===== src/rtl/lssc_defs.vh =====
// Purpose: constants for the serial command interpreter
// Assumes: one serial clock drives all logic
// Notes: included by lssc_top.v
//
// Functional notes
// - write is command 010+addr then data byte
// - read is command 011+addr, returns stored value; odd zone addresses 1, 3 and 5 return only the low five bits
// - read data shifts out least bit first
// - four clocks wait before read data starts
// - break or three resets initialise control logic
// - output defined thirty clocks after reset commands
// - mode 0x10 sleeps, 0x00 restores normal
// - sleep leaves command logic fully working
// - start command releases integrators from reset
// - sample 0x10, read-out 0x02 act on arrival
// - start accepted anytime after a sample
// - 0x12 sample+read, 0x16 sample+read+start
// - start waits 22 clocks of pixel reset
// - link keeps working during pixel reset
// - byte framed start low, LSB first, stop high
// - mode bit 4 selects sleep
`ifndef LSSC_DEFS_VH
`define LSSC_DEFS_VH
`define LSSC_OP_MASK 8'he0
`define LSSC_OP_WRITE 8'h40
`define LSSC_OP_READ 8'h60
`define LSSC_CMD_RESET 8'h1b
`define LSSC_CMD_START 8'h08
`define LSSC_CMD_SAMPLE 8'h10
`define LSSC_CMD_READOUT 8'h02
`define LSSC_CMD_ABORT 8'h19
`define LSSC_CMD_SAMP_READ 8'h12
`define LSSC_CMD_SAMP_RESTART 8'h16
`define LSSC_ADDR_MODE 5'h1f
`define LSSC_ADDR_LAST_ZONE 5'h05
`define LSSC_IDX_MODE 3'h6
`define LSSC_MODE_RESET 8'h00
`define LSSC_SLEEP_BIT 4
`define LSSC_GAIN_MASK 8'h1f
`define LSSC_BREAK_ZEROS 4'ha
`define LSSC_RESET_REPEAT 2'h3
`define LSSC_FRAME_LAST 4'h9
`define LSSC_READ_DELAY 3'h4
`define LSSC_PIXEL_DELAY 6'h2c
`define LSSC_PRST_CLOCKS 5'h16
`define LSSC_PIXEL_LAST 7'h65
`endif


===== src/rtl/lssc_top.v =====
// Purpose: serial command interpreter of a linear sensor array
// Assumes: I_CORE_CLK is the serial clock; pixel data arrives ready
// Notes: analog side is reached through plain ports
`timescale 1ns/10ps
`include "lssc_defs.vh"
module lssc_top (
	// clock, reset, enable
	input wire I_CORE_CLK,
	input wire I_RESETN,
	input wire I_CLK_EN,
	// serial link
	input wire I_SERIAL_COMMAND_INPUT,
	output wire O_SERIAL_RESULT_OUTPUT,
	// pixel data source
	input wire [7:0] I_PIXEL_DATA,
	output wire [6:0] O_PIXEL_INDEX,
	// analog control
	output wire O_SLEEP_SELECT_BIT,
	output wire O_INTEGRATE,
	output wire O_PIXEL_RESET,
	output wire O_SAMPLE_PULSE,
	output wire O_READOUT_ACTIVE,
	output wire [7:0] O_MODE
);
	reg sin_q;
	reg armed_q, rx_act_q;
	reg [3:0] rx_cnt_q, zero_cnt_q;
	reg [7:0] rx_sh_q;
	reg wr_pend_q;
	reg [4:0] wr_addr_q;
	reg [1:0] rst_cnt_q;
	reg [7:0] regs_q [0:6];
	reg rd_wait_q;
	reg [2:0] rd_cnt_q;
	reg [7:0] rd_val_q;
	reg pix_act_q, pix_go_q;
	reg [5:0] pix_cnt_q;
	reg [6:0] pix_idx_q;
	reg integ_q, prst_q, samp_q;
	reg [4:0] prst_cnt_q;
	reg tx_busy_q;
	reg [3:0] tx_cnt_q;
	reg [9:0] tx_sh_q;
	reg sout_q;
	reg [7:0] rval;
	integer i;
	wire [7:0] cmd = rx_sh_q;
	wire byte_ok = rx_act_q && rx_cnt_q == `LSSC_FRAME_LAST && sin_q;
	wire brk = zero_cnt_q == `LSSC_BREAK_ZEROS;
	wire is_cmd = byte_ok && !wr_pend_q;
	wire c_rst = is_cmd && cmd == `LSSC_CMD_RESET;
	wire c_abort = c_rst || (is_cmd && cmd == `LSSC_CMD_ABORT);
	wire c_sample = is_cmd && (cmd == `LSSC_CMD_SAMPLE ||
		cmd == `LSSC_CMD_SAMP_READ || cmd == `LSSC_CMD_SAMP_RESTART);
	wire c_read = is_cmd && (cmd == `LSSC_CMD_READOUT ||
		cmd == `LSSC_CMD_SAMP_READ || cmd == `LSSC_CMD_SAMP_RESTART);
	wire c_start = is_cmd && (cmd == `LSSC_CMD_START ||
		cmd == `LSSC_CMD_SAMP_RESTART);
	wire c_wr = is_cmd && (cmd & `LSSC_OP_MASK) == `LSSC_OP_WRITE;
	wire c_rd = is_cmd && (cmd & `LSSC_OP_MASK) == `LSSC_OP_READ;
	wire rd_fire = rd_wait_q && rd_cnt_q == 3'h1;
	wire pix_fire = pix_go_q && !tx_busy_q && !rd_fire && !rd_wait_q;

	// map a 5-bit address to storage, unmapped reads give zero
	always @* begin
		rval = 8'h00;
		if (cmd[4:0] == `LSSC_ADDR_MODE) begin
			rval = regs_q[`LSSC_IDX_MODE];
		end else if (cmd[4:0] <= `LSSC_ADDR_LAST_ZONE) begin
			rval = regs_q[cmd[2:0]];
			if (cmd[0])
				rval = regs_q[cmd[2:0]] & `LSSC_GAIN_MASK;
		end
	end

	always @(posedge I_CORE_CLK or negedge I_RESETN) begin
		if (!I_RESETN) begin
			sin_q <= 1'b1;
			armed_q <= 1'b0;
			rx_act_q <= 1'b0;
			rx_cnt_q <= 4'h0;
			zero_cnt_q <= 4'h0;
			rx_sh_q <= 8'h00;
			wr_pend_q <= 1'b0;
			wr_addr_q <= 5'h00;
			rst_cnt_q <= 2'h0;
			for (i = 0; i < 7; i = i + 1)
				regs_q[i] <= `LSSC_MODE_RESET;
			rd_wait_q <= 1'b0;
			rd_cnt_q <= 3'h0;
			rd_val_q <= 8'h00;
			pix_act_q <= 1'b0;
			pix_go_q <= 1'b0;
			pix_cnt_q <= 6'h00;
			pix_idx_q <= 7'h00;
			integ_q <= 1'b0;
			prst_q <= 1'b0;
			samp_q <= 1'b0;
			prst_cnt_q <= 5'h00;
			tx_busy_q <= 1'b0;
			tx_cnt_q <= 4'h0;
			tx_sh_q <= 10'h3ff;
		end else if (I_CLK_EN) begin
			// line is launched by this same clock, so no synchroniser;
			// an agree filter would swallow one-clock data bits
			sin_q <= I_SERIAL_COMMAND_INPUT;
			// break detector counts consecutive low bits
			if (sin_q)
				zero_cnt_q <= 4'h0;
			else if (!brk)
				zero_cnt_q <= zero_cnt_q + 4'h1;
			// a high line arms the receiver so a start is seen cleanly
			if (sin_q && !rx_act_q)
				armed_q <= 1'b1;
			// receiver frame: start, eight data lsb first, stop
			if (brk) begin
				rx_act_q <= 1'b0;
				armed_q <= 1'b0;
			end else if (rx_act_q) begin
				if (rx_cnt_q == `LSSC_FRAME_LAST)
					rx_act_q <= 1'b0;
				else
					rx_cnt_q <= rx_cnt_q + 4'h1;
				if (rx_cnt_q != `LSSC_FRAME_LAST)
					rx_sh_q <= {sin_q, rx_sh_q[7:1]};
			end else if (armed_q && !sin_q) begin
				rx_act_q <= 1'b1;
				rx_cnt_q <= 4'h1;
			end
			// interpreter; break and reset both clear it
			if (brk || c_rst)
				wr_pend_q <= 1'b0;
			else if (byte_ok && wr_pend_q) begin
				wr_pend_q <= 1'b0;
				if (wr_addr_q == `LSSC_ADDR_MODE)
					regs_q[`LSSC_IDX_MODE] <= cmd;
				else if (wr_addr_q <= `LSSC_ADDR_LAST_ZONE)
					regs_q[wr_addr_q[2:0]] <= cmd;
			end else if (c_wr) begin
				wr_pend_q <= 1'b1;
				wr_addr_q <= cmd[4:0];
			end
			// three resets in a row count as a full initialisation
			if (brk)
				rst_cnt_q <= `LSSC_RESET_REPEAT;
			else if (c_rst && rst_cnt_q != `LSSC_RESET_REPEAT)
				rst_cnt_q <= rst_cnt_q + 2'h1;
			else if (is_cmd && !c_rst)
				rst_cnt_q <= 2'h0;
			// register read waits four clocks after its stop bit
			if (brk || c_rst)
				rd_wait_q <= 1'b0;
			else if (c_rd) begin
				rd_wait_q <= 1'b1;
				rd_cnt_q <= `LSSC_READ_DELAY;
				rd_val_q <= rval;
			end else if (rd_wait_q) begin
				rd_cnt_q <= rd_cnt_q - 3'h1;
				if (rd_fire)
					rd_wait_q <= 1'b0;
			end
			// pixel read-out: initial delay then bytes with one idle bit between
			samp_q <= c_sample;
			if (brk || c_abort) begin
				pix_act_q <= 1'b0;
				pix_go_q <= 1'b0;
			end else if (c_read) begin
				pix_act_q <= 1'b1;
				pix_go_q <= 1'b0;
				pix_cnt_q <= `LSSC_PIXEL_DELAY;
				pix_idx_q <= 7'h00;
			end else if (pix_act_q && !pix_go_q) begin
				pix_cnt_q <= pix_cnt_q - 6'h01;
				if (pix_cnt_q == 6'h01)
					pix_go_q <= 1'b1;
			end else if (pix_fire) begin
				// index rests on the last pixel, never past it
				if (pix_idx_q == `LSSC_PIXEL_LAST) begin
					pix_act_q <= 1'b0;
					pix_go_q <= 1'b0;
				end else
					pix_idx_q <= pix_idx_q + 7'h01;
			end
			// integration control, sleep does not block any of it
			if (brk || c_abort) begin
				integ_q <= 1'b0;
				prst_q <= 1'b0;
			end else if (c_start) begin
				integ_q <= 1'b0;
				prst_q <= 1'b1;
				prst_cnt_q <= `LSSC_PRST_CLOCKS;
			end else if (prst_q) begin
				prst_cnt_q <= prst_cnt_q - 5'h01;
				if (prst_cnt_q == 5'h01) begin
					prst_q <= 1'b0;
					integ_q <= 1'b1;
				end
			end else if (c_sample)
				integ_q <= 1'b0;
			// transmitter; register read beats a pending pixel byte
			if (brk || c_rst)
				tx_busy_q <= 1'b0;
			else if (rd_fire) begin
				tx_busy_q <= 1'b1;
				tx_cnt_q <= 4'h0;
				tx_sh_q <= {1'b1, rd_val_q, 1'b0};
			end else if (pix_fire) begin
				tx_busy_q <= 1'b1;
				tx_cnt_q <= 4'h0;
				tx_sh_q <= {1'b1, I_PIXEL_DATA, 1'b0};
			end else if (tx_busy_q) begin
				tx_sh_q <= {1'b1, tx_sh_q[9:1]};
				tx_cnt_q <= tx_cnt_q + 4'h1;
				if (tx_cnt_q == `LSSC_FRAME_LAST)
					tx_busy_q <= 1'b0;
			end
		end
	end

	// output changes on the falling edge, half a clock of hold
	always @(negedge I_CORE_CLK or negedge I_RESETN) begin
		if (!I_RESETN)
			sout_q <= 1'b1;
		else if (I_CLK_EN)
			sout_q <= tx_busy_q ? tx_sh_q[0] : 1'b1;
	end

	assign O_SERIAL_RESULT_OUTPUT = sout_q;
	assign O_PIXEL_INDEX = pix_idx_q;
	assign O_MODE = regs_q[`LSSC_IDX_MODE];
	// logic keeps running in sleep; only analog side powers down
	assign O_SLEEP_SELECT_BIT = O_MODE[`LSSC_SLEEP_BIT];
	assign O_INTEGRATE = integ_q;
	assign O_PIXEL_RESET = prst_q;
	assign O_SAMPLE_PULSE = samp_q;
	assign O_READOUT_ACTIVE = pix_act_q;
endmodule // lssc_top


===== config.mk =====
export PLATFORM = sky130hd
export DESIGN_NAME = lssc_top
export DESIGN_NICKNAME = d
export VERILOG_FILES = /design/src/rtl/lssc_top.v
export VERILOG_INCLUDE_DIRS = /design/src /design/src/rtl
export SDC_FILE = /design/constraint.sdc
export NUM_CORES = 1
export LEC_CHECK = 0
export BUFFER_PORTS_ARGS = -buffer_cell sky130_fd_sc_hd__buf_4
export CAP_MARGIN = 40
export CORE_MARGIN = 2
export CORE_UTILIZATION = 50
export CTS_CLUSTER_SIZE = 40
export DETAILED_ROUTE_END_ITERATION = 10
export PLACE_DENSITY = 0.74
export SLEW_MARGIN = 40
export SYNTH_ARGS = -nofsm -noshare
export SYNTH_HDL_FRONTEND = slang
export SYNTH_SLANG_ARGS = --single-unit

===== constraint.sdc =====
create_clock -name I_CORE_CLK -period 5.5 [get_ports I_CORE_CLK]
set_clock_uncertainty 0.1 [all_clocks]
set_input_delay 0.275 -clock I_CORE_CLK [delete_from_list [all_inputs] [get_ports I_CORE_CLK]]
set_output_delay 0.275 -clock I_CORE_CLK [all_outputs]
set_load 0.01 [all_outputs]

==> metrics.md <==
| Metric | Value |
|---|---|
| Outcome | complete, no violations |
| First-pass GRT wire length | about 23000 um |
| Predominant post-synthesis flop cell | dfrtp_1 |
| Cell Chain, Critical Path | buf_4 |
| Synth area leader | dfrtp_1 |
| Initial antenna violation count | 0 |
| NumNets Final | 622 |
| EDFF count, synth | 0 |
| Rows | 40 |
| Worst-Skew Late Latency | 0.42 ns |
| Chip height | 115 um |
| Clock Tree Buf Depth | 2 |
| Total track usage | 22.3% |
| I/O pins | 33 |
| CP startpoint kind | flop |
| Crit end category | output pin |
| Largest net degree at the start of global routing | 66 |
| Post-CTS setup buffers | 0 |
| Placer Congestion | ~0.8 |
| DRC errors left | 0 |
| Post-route ant nets | 0 |
| Synthesized area | ~6000 um2 |
| Leak pwr | around 3.2 nW |
| Final Power | just over 3 mW |
| Sequential-to-total area share from yosys stat | between 40% and 50% |
| Layout cells sized above 1 | between 20% and 30% |
| Hold Slack | 0.122 ns |
| Clock Tree Root | clkbuf_16 |
| CTS tree | yes |
| Async SR Flop Fraction | between 90% and 100% |
| Top post-synthesis cells by area | dfrtp_1, mux2_2, dfstp_2, nand2_1, mux2i_1 |
| Peak supply drop | around 230 uV |
| Crit path kind | flop to output pin |
| Mapped Cells | ~580 |
| CP max stage delay | 0.52 ns |
| Core Footprint | between 10000 and 15000 um2 |
| Cts bufs inserted | 17 |
| Setup Viol. Count Final | 0 |
| Via-per-instance ratio | between 5 and 6 |
| Library cells used by synthesis | just under 60 |
| Endpoints failing hold | 0 |
| HPWL after detailed placement | 9100 um |
| GRT Residual Overflow | 0 |
| Syn Nets | 602 |
| 1st-iter DRT viols | between 300 and 400 |
| Drt wl/cell | 17.9 um |
| Slew HR | slightly below 50% |
| RSZ-0062 raised after global routing | false |
| CP max stage cell | dfstp_2 |
| R2r setup slk | approximately 1.9 ns |
| Clock slew at reported path FFs | 0.06 ns |
| Worst Path Buf+Inv | 1 |
| Drt first pass iters | 4 |
| Area grow syn2layout | 14.8% |
| Critical path's top delay family | flip-flops |
| Die area | about 13000 um2 |
| Mean Syn Cell Area | 10.7 um2 |
| Number of synthesized register bits | between 100 and 150 |
| Pwr/cell area | 427 nW/um2 |
| Post-synth top area share | between 40% and 50% |
| CP Max Fanout | 2 |
| Die W | about 120 um |
| Worst min path class | primary input to flop |
| Max-Cap Viols | 0 |
| Arrival @ worst endpoint | 3.82 ns |
| Clock sink total | around 120 |
| Routed WL | 13500 um |
| Fin. max-slew vios | 0 |
| ANT cells | 0 |
| Post-Route Setup TNS | 0 ns |
| H-tree Lvls | 4 |
| Vias in the first global route | ~4500 |
| Worst slew pin tran | 0.776 ns |
| Initial Util | 51.4% |
| WP data required | around 5.1 ns |
| I/O Buffers | 32 |
| Synth warn | 0 |
| DR vias | 4466 |
==> cell type report <==
cell class,instances,area (um2)
fill,972,4920
sequential,122,3070
multi-input combinational,383,2840
clock buffer,19,453
timing repair buffer,39,302
tap,147,184
clock inverter,14,123
inverter,32,120
==> metal layers <==
| layer | vias up | share of wire, % | wire length, um | GRT usage, % |
|---|---|---|---|---|
| met3 | 23 | 3.7 | 505 | 5.48 |
| li1 | 2113 | - | - | - |
| met5 | - | 0 | 0 | 0 |
| met2 | 83 | 50 | 6730 | 36.8 |
| met4 | 0 | 1.4 | 193 | 9.24 |
| met1 | 2247 | 45 | 6070 | 28.1 |
==> layout by cell type (no fill, tap or decap), types with 4 or more instances in the layout <==
cell	instances
dfrtp_1	111
mux2_2	60
nand2_1	49
nor2_1	36
buf_4	35
inv_1	33
o21ai_0	33
a21oi_1	27
mux2i_1	18
clkbuf_16	17
ha_1	14
nor3_1	13
o22ai_1	12
dfstp_2	11
nand3_1	9
a22o_1	7
o2bb2ai_1	6
nand4_1	6
a31oi_1	5
nand3b_1	5
nor2b_1	5
or2_2	5
mux4_2	5
and3b_1	4
or3_1	4
nand2b_1	4
and3_1	4
nor4b_1	4
clkinvlp_4	4
==> worst paths after layout <==
path | from | to | cells after the start
worst max-delay path | O_SERIAL_RESULT_OUTPUT | O_SERIAL_RESULT_OUTPUT | 1
worst min-delay path | I_CLK_EN | armed_q | 2
worst max register to register | tx_sh_q[0] | O_SERIAL_RESULT_OUTPUT | 2
worst min register to register | tx_sh_q[8] | tx_sh_q[8] | 2
max in group asynchronous | I_RESETN | O_SERIAL_RESULT_OUTPUT | 2
min in group asynchronous | I_RESETN | rd_val_q[3] | 3
==> stage by stage <==
step                      area, um2  worst slack [ns]  instances  util [%]
after floorplan                6180              1.59        576         -
after global placement         6460              1.76        721      53.8
after detailed placement       6480              1.75        721      54.0
after CTS                      7070              1.30        755      58.9
after global routing           7090              1.27        756      59.0
final                          7090              1.31        756      59.0
==> cell usage after synthesis (5+ instances only) <==
cell type and n:
nand3_1 9, o2bb2ai_1 6, nand4_1 6, mux4_2 5, nor2_1 36, buf_4 8, nand3b_1 5, o22ai_1 12
mux2_2 60, nor3_1 13, nor4b_1 5, o21ai_0 33, dfstp_2 11, a21oi_1 27, nand2_1 49, nor2b_1 5
mux2i_1 18, or2_2 5, dfrtp_1 111, inv_1 33, a31oi_1 5, ha_1 14, buf_2 7, clkbuf_1 21
a22o_1 7
==> cell families after synthesis <==
kind of cell	count (synthesis)	synth area share, %
xor+xnor	1	0.142
mux	83	15.7
fa+ha+maj	14	2.84
simple gates	170	14.9
compound gates	115	11.9
buf+inv	71	4.94
flops	122	49.7
==> flip-flops by register name, indices dropped and copies added, names as in the netlist, 3 cells and up <==
name	cells
rx_cnt_q	4
rd_cnt_q	3
cmd	8
O_PIXEL_INDEX	7
pix_cnt_q	6
tx_cnt_q	4
prst_cnt_q	5
rd_val_q	8
O_MODE	8
tx_sh_q	9
regs_q	39
zero_cnt_q	4
wr_addr_q	5
==> worst reg2reg max path, delay by kind of cell, from the launching register on <==
kind	cells	cell delay (ns)
flops	1	0.52
compound gates	1	0.16
buf+inv	1	0.05
==> where the power goes <==
| part | total [mW] | switching (mW) | internal (mW) |
|---|---|---|---|
| clock network | 1.07 | 0.423 | 0.647 |
| logic | 0.655 | 0.359 | 0.296 |
| registers | 1.30 | 0.223 | 1.08 |
| total | 3.03 | 1.00 | 2.02 |
==> timing repair <==
| action | in CTS | in global routing |
|---|---|---|
| setup endpoints to repair | 0 | 0 |
| hold buffers | 2 | 0 |
| hold endpoints to repair | 17 | 0 |
| gates resized for setup | 0 | 0 |
No activity file was read; power rests on OpenSTA's default activity.
